### config.mk
export PLATFORM = sky130hd
export DESIGN_NAME = scsp_top
export DESIGN_NICKNAME = d
export VERILOG_FILES = /design/src/scsp_pkg.sv /design/src/scsp_enc_if.sv /design/src/scsp_prio_enc.sv /design/src/scsp_top.sv
export SDC_FILE = /design/constraint.sdc
export NUM_CORES = 1
export LEC_CHECK = 0
export ABC_AREA = 0
export BUFFER_PORTS_ARGS = -buffer_cell sky130_fd_sc_hd__clkbuf_2
export CAP_MARGIN = 20
export CORE_MARGIN = 2
export CORE_UTILIZATION = 50
export CTS_BUF_LIST = sky130_fd_sc_hd__clkbuf_4 sky130_fd_sc_hd__clkbuf_8
export DETAILED_ROUTE_END_ITERATION = 12
export PLACE_DENSITY = 0.85
export SYNTH_ARGS = -nofsm -noshare
export SYNTH_HDL_FRONTEND = slang
export SYNTH_HIERARCHICAL = 1
export SYNTH_SLANG_ARGS = --single-unit
### constraint.sdc
create_clock -name ref_clk_i -period 3 [get_ports ref_clk_i]
set_input_delay 0.15 -clock ref_clk_i [delete_from_list [all_inputs] [get_ports ref_clk_i]]
set_output_delay 0.15 -clock ref_clk_i [all_outputs]
set_load 0.05 [all_outputs]
### src/scsp_pkg.sv
// Purpose: Shared constants for the serial channel service prioritizer.
// Assumes: Single 25 MHz clock, 16-bit register port with 4-bit address.
// Notes:   Timing counts are derived from step times and the clock period.
`default_nettype none
package scsp_pkg;
   // ***************************************************************
   // Sizes
   // ***************************************************************
   localparam int unsigned RX_CH = 16;
   localparam int unsigned TX_CH = 16;
   localparam int unsigned CHIPS = 8;
   localparam int unsigned SRC_W = 4;
   localparam int unsigned CHIP_W = 3;
   localparam int unsigned ADDR_W = 4;
   localparam int unsigned DATA_W = 16;
   localparam int unsigned EVT_W = 5;

   // ***************************************************************
   // Timing
   // ***************************************************************
   localparam int unsigned CLK_PERIOD_NS = 40;
   localparam int unsigned STEP_NS = 125;
   localparam int unsigned STEP_CYC_INT =
      (STEP_NS + CLK_PERIOD_NS - 1) / CLK_PERIOD_NS;
   localparam int unsigned CNT_W = 3;
   localparam logic [CNT_W-1:0] STEP_CYC = CNT_W'(STEP_CYC_INT);
   localparam logic [CNT_W-1:0] CNT_ONE = 3'h1;

   // ***************************************************************
   // Register map
   // ***************************************************************
   localparam logic [ADDR_W-1:0] REG_OUT_CTRL = 4'h0;
   localparam logic [ADDR_W-1:0] REG_MODEM = 4'h1;
   localparam logic [ADDR_W-1:0] REG_STATUS = 4'h2;
   localparam logic [ADDR_W-1:0] REG_EVT_STAT = 4'h3;
   localparam logic [ADDR_W-1:0] REG_EVT_MASK = 4'h4;
   localparam logic [DATA_W-1:0] RST_WORD = 16'h0000;

   // Status word fields.
   localparam int unsigned ST_RX = 0;
   localparam int unsigned ST_TX = 1;
   localparam int unsigned ST_CHIP = 2;
   localparam int unsigned ST_MASTER = 3;
   localparam int unsigned ST_SRC_LO = 4;
   localparam int unsigned ST_SEQ_LO = 8;

   // Event bits.
   localparam int unsigned EV_RX = 0;
   localparam int unsigned EV_TX = 1;
   localparam int unsigned EV_CHIP = 2;
   localparam int unsigned EV_SERVE = 3;
   localparam int unsigned EV_HOST = 4;

   typedef enum logic [1:0] {
      SCSP_SRC_NONE,
      SCSP_SRC_RX,
      SCSP_SRC_TX,
      SCSP_SRC_CHIP
   } scsp_src_t;

   // Steering decode for one chip select line.
   function automatic logic [CHIPS-1:0] scsp_onehot(
      input logic [CHIP_W-1:0] num);
      logic [CHIPS-1:0] v;
      v = '0;
      v[num] = 1'b1;
      return v;
   endfunction
endpackage
`default_nettype wire

### src/scsp_enc_if.sv
// Purpose: Carrier between the top and one priority encoder.
// Assumes: Width and index width match the encoder instance.
// Notes:   No clocking block; plain signals.
`timescale 1ns/100ps
`default_nettype none
interface scsp_enc_if #(
   parameter int unsigned N = 16,
   parameter int unsigned W = 4
);
   logic [N-1:0] req;
   logic [W-1:0] idx;
   logic any;
   modport enc (input req, output idx, output any);
   modport user (output req, input idx, input any);
endinterface
`default_nettype wire

### src/scsp_prio_enc.sv
// Purpose: Latching priority encoder, lowest line number wins.
// Assumes: Request lines are synchronous to the clock.
// Notes:   The latch follows the lines on every edge.
`timescale 1ns/100ps
`default_nettype none
module scsp_prio_enc #(
   parameter int unsigned N = 16,
   parameter int unsigned W = 4
) (
   input wire logic ref_clk_i,
   input wire logic nrst_i,
   scsp_enc_if.enc bus
);
   logic [N-1:0] req_q;

   // ***************************************************************
   // Request latch
   // ***************************************************************
   // A source that drops out is forgotten on the next edge, so a stale request
   // can win the encoder for one cycle at most.
   always_ff @(posedge ref_clk_i or negedge nrst_i)
   begin
      if (!nrst_i)
      begin
         req_q <= '0;
      end
      else
      begin
         req_q <= bus.req;
      end
   end

   // ***************************************************************
   // Encoder
   // ***************************************************************
   always_comb
   begin
      bus.idx = '0;
      for (int i = N - 1; i >= 0; i--)
      begin
         if (req_q[i])
         begin
            bus.idx = W'(i);
         end
      end
      bus.any = |req_q;
   end
endmodule // scsp_prio_enc
`default_nettype wire

### src/scsp_top.sv
// Purpose: Prioritizes serial channel requests onto controller conditions.
// Assumes: All inputs synchronous to ref_clk_i; one-cycle bus strobes.
// Notes:   Service sequencing models the controller branch latency.
//
// Added by the designer: the placing of the registers and the strobed register port.
`timescale 1ns/100ps
`default_nettype none
module scsp_top
   import scsp_pkg::*;
(
   input wire logic ref_clk_i,
   input wire logic nrst_i,
   input wire logic [RX_CH-1:0] rx_dma_req_i,
   input wire logic [TX_CH-1:0] tx_dma_req_i,
   input wire logic [CHIPS-1:0] chip_irq_i,
   input wire logic host_access_flag_i,
   input wire logic irq_acknowledge_strobe_i,
   input wire logic [ADDR_W-1:0] reg_addr_i,
   input wire logic [DATA_W-1:0] reg_wdata_i,
   input wire logic reg_wr_i,
   input wire logic reg_rd_i,
   output logic [DATA_W-1:0] reg_rdata_o,
   output logic rx_request_pending_flag_o,
   output logic tx_request_pending_flag_o,
   output logic chip_interrupt_pending_flag_o,
   output logic [SRC_W-1:0] serviced_source_number_o,
   output logic [CHIPS-1:0] chip_ack_o,
   output logic board_master_o,
   output logic service_start_o,
   output logic [1:0] service_class_o,
   output logic [SRC_W-1:0] service_source_o,
   output logic [DATA_W-1:0] output_control_port_o,
   output logic [DATA_W-1:0] modem_ctrl_o,
   output logic irq_o
);
   typedef enum logic [1:0] {
      SCSP_IDLE,
      SCSP_OBSERVE,
      SCSP_BRANCH
   } scsp_seq_t;

   scsp_enc_if #(.N(RX_CH), .W(SRC_W)) rx_bus ();
   scsp_enc_if #(.N(TX_CH), .W(SRC_W)) tx_bus ();
   scsp_enc_if #(.N(CHIPS), .W(CHIP_W)) ch_bus ();

   scsp_src_t src_d;
   logic [SRC_W-1:0] num_d;
   logic [CHIP_W-1:0] chip_num_q;
   scsp_seq_t seq_q;
   logic [CNT_W-1:0] cnt_q;
   logic host_q;
   logic [EVT_W-1:0] evt_q;
   logic [EVT_W-1:0] evt_set;
   logic [EVT_W-1:0] mask_q;
   logic [DATA_W-1:0] status_word;
   logic any_pending;

   // ***************************************************************
   // Encoders
   // ***************************************************************
   // Request lines are driven by the serial chips themselves.
   assign rx_bus.req = rx_dma_req_i;
   assign tx_bus.req = tx_dma_req_i;
   assign ch_bus.req = chip_irq_i;

   scsp_prio_enc #(.N(RX_CH), .W(SRC_W)) u_rx_enc (
      .ref_clk_i (ref_clk_i),
      .nrst_i (nrst_i),
      .bus (rx_bus)
   );
   scsp_prio_enc #(.N(TX_CH), .W(SRC_W)) u_tx_enc (
      .ref_clk_i (ref_clk_i),
      .nrst_i (nrst_i),
      .bus (tx_bus)
   );
   scsp_prio_enc #(.N(CHIPS), .W(CHIP_W)) u_ch_enc (
      .ref_clk_i (ref_clk_i),
      .nrst_i (nrst_i),
      .bus (ch_bus)
   );

   // ***************************************************************
   // Source multiplexer
   // ***************************************************************
   always_comb
   begin
      src_d = SCSP_SRC_NONE;
      num_d = '0;
      if (rx_bus.any)
      begin
         src_d = SCSP_SRC_RX;
         num_d = rx_bus.idx;
      end
      else if (tx_bus.any)
      begin
         src_d = SCSP_SRC_TX;
         num_d = tx_bus.idx;
      end
      else if (ch_bus.any)
      begin
         src_d = SCSP_SRC_CHIP;
         num_d = {1'b0, ch_bus.idx};
      end
   end

   assign any_pending = rx_request_pending_flag_o
      | tx_request_pending_flag_o
      | chip_interrupt_pending_flag_o;

   // ***************************************************************
   // Condition outputs
   // ***************************************************************
   always_ff @(posedge ref_clk_i or negedge nrst_i)
   begin
      if (!nrst_i)
      begin
         rx_request_pending_flag_o <= 1'b0;
         tx_request_pending_flag_o <= 1'b0;
         chip_interrupt_pending_flag_o <= 1'b0;
         serviced_source_number_o <= '0;
         service_class_o <= SCSP_SRC_NONE;
         chip_num_q <= '0;
      end
      else
      begin
         rx_request_pending_flag_o <= rx_bus.any;
         tx_request_pending_flag_o <= tx_bus.any;
         chip_interrupt_pending_flag_o <= ch_bus.any;
         serviced_source_number_o <= num_d;
         service_class_o <= src_d;
         chip_num_q <= ch_bus.idx;
      end
   end

   // ***************************************************************
   // Acknowledge steering
   // ***************************************************************
   // Decoding from the latched chip number avoids a glitch on the
   // wrong chip while the encoder is changing.
   always_ff @(posedge ref_clk_i or negedge nrst_i)
   begin
      if (!nrst_i)
      begin
         chip_ack_o <= '0;
      end
      else if (irq_acknowledge_strobe_i && chip_interrupt_pending_flag_o)
      begin
         chip_ack_o <= scsp_onehot(chip_num_q);
      end
      else
      begin
         chip_ack_o <= '0;
      end
   end

   // ***************************************************************
   // Bus mastership
   // ***************************************************************
   always_ff @(posedge ref_clk_i or negedge nrst_i)
   begin
      if (!nrst_i)
      begin
         host_q <= 1'b1;
         board_master_o <= 1'b0;
      end
      else
      begin
         host_q <= host_access_flag_i;
         board_master_o <= ~host_access_flag_i;
      end
   end

   // ***************************************************************
   // Service sequencer
   // ***************************************************************
   // The step count rounds up, so service never starts earlier than the
   // controller could branch.
   always_ff @(posedge ref_clk_i or negedge nrst_i)
   begin
      if (!nrst_i)
      begin
         seq_q <= SCSP_IDLE;
         cnt_q <= '0;
         service_start_o <= 1'b0;
         service_source_o <= '0;
      end
      else
      begin
         service_start_o <= 1'b0;
         case (seq_q)
            SCSP_IDLE:
            begin
               if (board_master_o && any_pending)
               begin
                  seq_q <= SCSP_OBSERVE;
                  cnt_q <= STEP_CYC;
               end
            end
            SCSP_OBSERVE:
            begin
               if (!board_master_o)
               begin
                  seq_q <= SCSP_IDLE;
               end
               else if (cnt_q == CNT_ONE)
               begin
                  seq_q <= SCSP_BRANCH;
                  cnt_q <= STEP_CYC;
               end
               else
               begin
                  cnt_q <= cnt_q - CNT_ONE;
               end
            end
            SCSP_BRANCH:
            begin
               if (!board_master_o || !any_pending)
               begin
                  seq_q <= SCSP_IDLE;
               end
               else if (cnt_q == CNT_ONE)
               begin
                  seq_q <= SCSP_IDLE;
                  service_start_o <= 1'b1;
                  service_source_o <= serviced_source_number_o;
               end
               else
               begin
                  cnt_q <= cnt_q - CNT_ONE;
               end
            end
            default:
            begin
               seq_q <= SCSP_IDLE;
            end
         endcase
      end
   end

   // ***************************************************************
   // Control latches
   // ***************************************************************
   always_ff @(posedge ref_clk_i or negedge nrst_i)
   begin
      if (!nrst_i)
      begin
         output_control_port_o <= RST_WORD;
         modem_ctrl_o <= RST_WORD;
         mask_q <= '0;
      end
      else if (reg_wr_i)
      begin
         if (reg_addr_i == REG_OUT_CTRL)
         begin
            output_control_port_o <= reg_wdata_i;
         end
         if (reg_addr_i == REG_MODEM)
         begin
            modem_ctrl_o <= reg_wdata_i;
         end
         if (reg_addr_i == REG_EVT_MASK)
         begin
            mask_q <= reg_wdata_i[EVT_W-1:0];
         end
      end
   end

   // ***************************************************************
   // Events and interrupt
   // ***************************************************************
   always_comb
   begin
      evt_set = '0;
      evt_set[EV_RX] = rx_bus.any & ~rx_request_pending_flag_o;
      evt_set[EV_TX] = tx_bus.any & ~tx_request_pending_flag_o;
      evt_set[EV_CHIP] = ch_bus.any & ~chip_interrupt_pending_flag_o;
      evt_set[EV_SERVE] = service_start_o;
      evt_set[EV_HOST] = host_access_flag_i & ~host_q;
   end

   // A set arriving with the clearing read survives the read.
   always_ff @(posedge ref_clk_i or negedge nrst_i)
   begin
      if (!nrst_i)
      begin
         evt_q <= '0;
         irq_o <= 1'b0;
      end
      else
      begin
         if (reg_rd_i && reg_addr_i == REG_EVT_STAT)
         begin
            evt_q <= evt_set;
            irq_o <= |(evt_set & mask_q);
         end
         else
         begin
            evt_q <= evt_q | evt_set;
            irq_o <= |((evt_q | evt_set) & mask_q);
         end
      end
   end

   // ***************************************************************
   // Read port
   // ***************************************************************
   always_comb
   begin
      status_word = '0;
      status_word[ST_RX] = rx_request_pending_flag_o;
      status_word[ST_TX] = tx_request_pending_flag_o;
      status_word[ST_CHIP] = chip_interrupt_pending_flag_o;
      status_word[ST_MASTER] = board_master_o;
      status_word[ST_SRC_LO +: SRC_W] = serviced_source_number_o;
      status_word[ST_SEQ_LO +: 2] = seq_q;
   end

   always_ff @(posedge ref_clk_i or negedge nrst_i)
   begin
      if (!nrst_i)
      begin
         reg_rdata_o <= RST_WORD;
      end
      else if (reg_rd_i)
      begin
         case (reg_addr_i)
            REG_OUT_CTRL: reg_rdata_o <= output_control_port_o;
            REG_MODEM: reg_rdata_o <= modem_ctrl_o;
            REG_STATUS: reg_rdata_o <= status_word;
            REG_EVT_STAT: reg_rdata_o <= {{(DATA_W-EVT_W){1'b0}}, evt_q};
            REG_EVT_MASK: reg_rdata_o <= {{(DATA_W-EVT_W){1'b0}}, mask_q};
            default: reg_rdata_o <= RST_WORD;
         endcase
      end
      else
      begin
         reg_rdata_o <= RST_WORD;
      end
   end
endmodule // scsp_top
`default_nettype wire

**Word-level counts from Yosys, hierarchy flattened**

Index checks and enable logic that the tools add are counted.

- Register bits after elaboration: 131
- Input port bits: 66
- Output and inout bits: 72

- Add/subtract/negate cells: 1
- $lt $le $gt $ge: 2
- Equal/unequal tests: 13
- Multiplexer cells: 68
- Bitwise logic cells: 15
- Reduce and logical (&&, ||, !) cells: 21

Operator list:

| operator | number |
|---|---|
| 4-bit two-way mux | 34 |
| 16-bit case mux with 5 select lines | 1 |
| 3-bit two-way mux | 14 |
| 16-bit OR reduction | 2 |
| 16-bit two-way mux | 1 |
| 2-bit two-way mux | 8 |
| 5-bit bitwise AND | 2 |
| 5-bit OR reduction | 2 |
| 3-bit case mux with 3 select lines | 1 |
| 4-bit by 2-bit == test with 1-bit output (second input constant) | 2 |
| 8-bit two-way mux | 1 |
| 2-bit inequality test (second input constant) | 4 |
| 8-bit OR reduction | 1 |
| 3-bit inequality test (second input constant) | 2 |
| 1-bit NOT | 6 |
| 2-bit case mux with 3 select lines | 1 |
| 2-bit AND reduction | 3 |
| 3-bit AND reduction | 2 |
| 1-bit two-way mux | 5 |
| 5-bit two-way mux | 1 |
| 5-bit bitwise OR | 1 |
| 5-bit AND reduction | 1 |
| 1-bit bitwise AND | 4 |
| 4-bit by 1-bit == test with 1-bit output (second input constant) | 1 |
| 15 further kinds | 20 |

**Longest topological paths before layout**

- Word-level depth: 18
- Mapped depth: 7

**By module**

The synthesis kept the hierarchy.

Modules (own cells, without submodules):

| module | times used | cells each | area an instance (um2) | sequential area each (um2) |
|---|---|---|---|---|
| scsp_top | 1 | 279 | 3753.6 | 2278.4 |
| scsp_prio_enc at u_rx_enc ... | 2 | 48 | 585.6 | 400.4 |
| scsp_prio_enc at u_ch_enc | 1 | 21 | 281.5 | 200.2 |

**Worst setup path after synthesis**

No wires, ideal clock.

- Path type: register -> register
- Start point: register chip_interrupt_pending_flag_o
- End point: register cnt_q[2]
- Library setup time: 0.125 ns
- Data arrival time: 1.792 ns
- Path slack: 1.084 ns
- Cell stages (with the launch flop): 5
- Path buffers: 0
- Period minus slack after synthesis: 1.916 ns
- Cell sequence: dfrtp_1 -> or3_1 -> and3_1 -> o21ai_2 -> mux2_2

- Word-level cells in the longest chain between the ends: 5

RTL lines:

| element | line | text |
|---|---|---|
| start, declared | scsp_top.sv:25 | `output logic chip_interrupt_pending_flag_o,` |
| start signal, assigned | scsp_top.sv:128 | `chip_interrupt_pending_flag_o <= ch_bus.any;` |
| 1-bit bitwise OR (*) | scsp_top.sv:108 | `\| chip_interrupt_pending_flag_o;` |
| 1-bit zero test | scsp_top.sv:217 | `if (!board_master_o \|\| !any_pending)` |
| 1-bit logical OR | scsp_top.sv:217 |  |
| 2-bit inequality test (no line) | n/a |  |
| 5-bit AND reduction (no line) (*) | n/a |  |
| end signal, assigned | scsp_top.sv:212 | `cnt_q <= cnt_q - CNT_ONE;` |
| end signal, assigned | scsp_top.sv:229 | `cnt_q <= cnt_q - CNT_ONE;` |
| end, declared | scsp_top.sv:50 | `logic [CNT_W-1:0] cnt_q;` |

Mark *: on every way between the ends. The rest lies on a longest branch, timed or not.
A chain may end at the register's enable or synchronous reset.

**Worst setup path after layout**

- Start point: register u_tx_enc.req_q[11]
- End point: register irq_o

- Word-level cells in the longest chain between the ends: 6

RTL lines:

| element | line | text |
|---|---|---|
| start, declared | scsp_prio_enc.sv:14 | `logic [N-1:0] req_q;` |
| start signal, assigned | scsp_prio_enc.sv:29 | `req_q <= bus.req;` |
| 16-bit OR reduction (*) | scsp_prio_enc.sv:46 | `bus.any = \|req_q;` |
| net tx_bus.any | scsp_enc_if.sv:12 | `logic any;` |
| 1-bit bitwise AND (*) | scsp_top.sv:275 | `evt_set[EV_TX] = tx_bus.any & ~tx_request_pending_flag_o;` |
| 5-bit bitwise OR | scsp_top.sv:299 | `irq_o <= \|((evt_q \| evt_set) & mask_q);` |
| 5-bit bitwise AND | scsp_top.sv:299 |  |
| 5-bit OR reduction | scsp_top.sv:299 |  |
| 1-bit two-way mux (*) | scsp_top.sv:291 | `if (reg_rd_i && reg_addr_i == REG_EVT_STAT)` |
| end signal, assigned | scsp_top.sv:294 | `irq_o <= \|(evt_set & mask_q);` |
| end signal, assigned | scsp_top.sv:299 |  |
| end, declared | scsp_top.sv:34 | `output logic irq_o` |

The timed path passes the listed nets; every way through them passes the cells marked *.

==> results.json <==
{
  "cp.depth": 5,
  "cp_slowest_cell": "dfrtp_1",
  "cts_root_buffer": "clkbuf_8",
  "grt_antenna_before_repair": 0,
  "crit_path_end_kind": "flop",
  "dieArea_um2": 11200,
  "rsz0062_at_grt": "no",
  "core_um2": 10200,
  "finalSetupViolations": 0,
  "grt.total_usage_pct": 23.7,
  "ios": 138,
  "num_rows": 37,
  "wl_per_cell_um": 16.9,
  "cp.arrival_ps": 2350,
  "cts_tree": "done",
  "ys_types": 52,
  "syn2layout_area_growth_pct": 36.4,
  "numCtsBuffers": 17,
  "start_util_pct": 50.9,
  "antenna_cells": 0,
  "synth_fp_nets": 467,
  "crit_required_ps": 3300,
  "hold_violations": 0,
  "wl_um": 12800,
  "drt_iter0_drc": 231,
  "cellPowerDensity_nw_per_um2": 667,
  "postLayoutCellArea_um2": 7100,
  "vias_per_cell": 5.42,
  "numPortBuffers": 137,
  "synth.yosys.seq_area_share_pct": 63.0,
  "status": "finished, final reports clean",
  "power_mw": 4.74,
  "vias": 4112,
  "grt_pass1_vias": 4174,
  "tightest_slew_ps": 510,
  "async_flop_share_pct": 100,
  "r2r_slack_ps": 950,
  "cp_top_family": "simple AND/OR/NAND/NOR gates",
  "grt_max_degree": 122,
  "place.gp.congestion": 0.836,
  "finalCritPeriodShare_pct": 68.4,
  "drc": 0,
  "htree_levels": 4,
  "p_leak_nw": 3.43,
  "start_kind": "flop",
  "grt_pass1_wl_um": 20600,
  "synth_seq_cells": 131,
  "cts_resized": 0,
  "instances_no_fill": 759,
  "vdd.ir_drop.worst_uv": 382,
  "clock_tree.buffer_depth": 2,
  "placed_area_um2": 6070,
  "die_w_um": 106,
  "yosysWarnings": 6,
  "cts.sinks": 131,
  "detail-route-antenna-nets": 0,
  "path_class": "reg2reg",
  "clk_pin_slew_worst_paths_ps": 80,
  "fin_crit_ps": 2050,
  "overflow": 0,
  "syn_avg_cell_area_um2": 13.1,
  "hold_class": "in2async",
  "syn-cell-area_um2": 5210,
  "ys.flop_type": "dfrtp_1",
  "clk-insertion-delay-late_ps": 420,
  "synthCells": 396,
  "dpl.cell_count": 667,
  "rr_worst_depth": 5,
  "max_freq_ghz": 0.487,
  "finalSetupTns_ps": 0,
  "synth-edff-count": 0,
  "path_cells": "nor4_2 > and3_1 > nand4_1 > a22o_1 > a221o_1",
  "hpwl_um": 8380,
  "drt-pass1-iter-count": 5,
  "fin_hold_ws_ps": 93.2,
  "max-cap-violations": 0,
  "max_stage_delay_ps": 410,
  "critical_path.max_fanout": 8,
  "fin_nets": 681,
  "finClkSkew_ps": 6.56,
  "slew_headroom_pct": 65.6,
  "drive_gt1_share_pct": 38.4,
  "die_h_um": 106,
  "path_buf_inv": 0,
  "finalMaxSlewViolations": 0,
  "cts_setup_buffers": 0
}
cells in the mapped netlist, drive strengths merged (5+ instances only):
master	count	share of area (%)
nor2b	5	0.60
inv	13	0.94
a222oi	5	0.96
a22oi	23	3.3
a21o	6	0.87
nor2	32	2.3
mux2	42	9.8
a21oi	22	2.1
o21ai	14	1.4
dfrtp	130	62
clkbuf	5	0.38
nor4	6	1.9
nor3	9	0.87
nand2	28	2.3
ha	5	1.2
kinds of logic (layout without fill, tap and decap cells):
family	count (synthesis)	after routing	share of synthesized area, %
compound gates	88	88	11.4
fa+ha+maj	5	5	1.20
buf+inv	22	249	1.83
flops	131	131	63.0
mux	44	44	10.2
simple gates	106	106	12.4
area by class of cell:
cell class / instances / area, µm²
inverter: 13 / 48.8
fill: 725 / 3130
clock buffer: 19 / 262
tap: 136 / 170
clock inverter: 13 / 148
timing repair buffer: 204 / 1360
multi-input combinational: 243 / 1830
sequential: 131 / 3280
through the flow:
stage | utilization (%) | setup slack, ps
3_5_place_dp | 59.4 | 960
4_1_cts | 69.1 | 946
5_1_grt | 69.4 | 797
6_report | 69.4 | 948
2_1_floorplan | - | 1080
3_3_place_gp | 59.4 | 1070
sequential cells by signal, summed over array words and instances, names as in the netlist:
register / cells
board_master_o: 1
chip_ack_o: 8
chip_interrupt_pending_flag_o: 1
chip_num_q: 3
cnt_q: 3
evt_q: 5
host_q: 1
irq_o: 1
mask_q: 5
modem_ctrl_o: 16
output_control_port_o: 16
reg_rdata_o: 16
rx_request_pending_flag_o: 1
seq_q: 2
service_class_o: 2
service_source_o: 4
service_start_o: 1
serviced_source_number_o: 4
tx_request_pending_flag_o: 1
u_ch_enc/req_q: 8
u_rx_enc/req_q: 16
u_tx_enc/req_q: 16
worst paths after layout:
| check | startpoint | endpoint |
|---|---|---|
| setup / recovery | u_tx_enc/req_q[11] | irq_o |
| hold / removal | nrst_i | modem_ctrl_o[2] |
| setup reg to reg | u_tx_enc/req_q[11] | irq_o |
| hold reg to reg | chip_num_q[0] | chip_ack_o[4] |
| max in group asynchronous | nrst_i | u_rx_enc/req_q[3] |
| min in group ref_clk_i | reg_rd_i | evt_q[2] |
layer usage:
layer	part of all wire, %	routed length [µm]	track usage [%]	vias up
li1	-	-	-	1875
met1	38	4880	28.8	2039
met2	53	6840	41.5	184
met3	7.2	920	5.76	14
met4	1.2	153	8.18	0
met5	0	0	0	-
worst reg2reg max path: stages, from the launching register on:
cell     delay [ps]
dfrtp_1         410
nor4_2          300
and3_1          220
nand4_1         300
a22o_1          360
a221o_1         350
what timing repair did:
item,4_1_cts,5_1_grt
setup endpoints to repair,0,0
hold endpoints to repair,199,0
hold buffers,59,0
where the power goes:
part | switching, mW | internal (mW) | leakage [nW]
clock network | 0.716 | 0.794 | 0.196
logic | 0.711 | 0.390 | 1.61
registers | 0.170 | 1.96 | 1.62
layout by cell type, fill, tap and decap left out, types with 2 or more instances in the layout:
| master | count |
|---|---|
| mux2_4 | 10 |
| inv_6 | 4 |
| or3b_2 | 3 |
| nand3_1 | 2 |
| nor2b_1 | 5 |
| nor3_1 | 9 |
| nor4_4 | 3 |
| nand2b_1 | 2 |
| a22oi_1 | 23 |
| clkbuf_2 | 136 |
| ha_1 | 5 |
| dfrtp_1 | 130 |
| o31ai_1 | 2 |
| o21ai_0 | 12 |
| o311a_1 | 2 |
| bufinv_16 | 2 |
| a21oi_1 | 22 |
| dlygate4sd3_1 | 59 |
| o22ai_1 | 2 |
| a222oi_1 | 5 |
| nor2_1 | 32 |
| nand2_1 | 25 |
| clkinv_4 | 2 |
| clkbuf_8 | 19 |
| nand4_1 | 3 |
| nand2_2 | 2 |
| mux2i_1 | 2 |
| nor4b_4 | 2 |
| a31oi_1 | 4 |
| mux2_2 | 32 |
| or2b_1 | 2 |
| nor4_2 | 3 |
| clkinvlp_4 | 4 |
| and3_1 | 3 |
| nor3b_1 | 2 |
| buf_4 | 7 |
| a211oi_1 | 2 |
| a21o_1 | 6 |
| inv_1 | 13 |
Power figures use the tool's default switching activity.
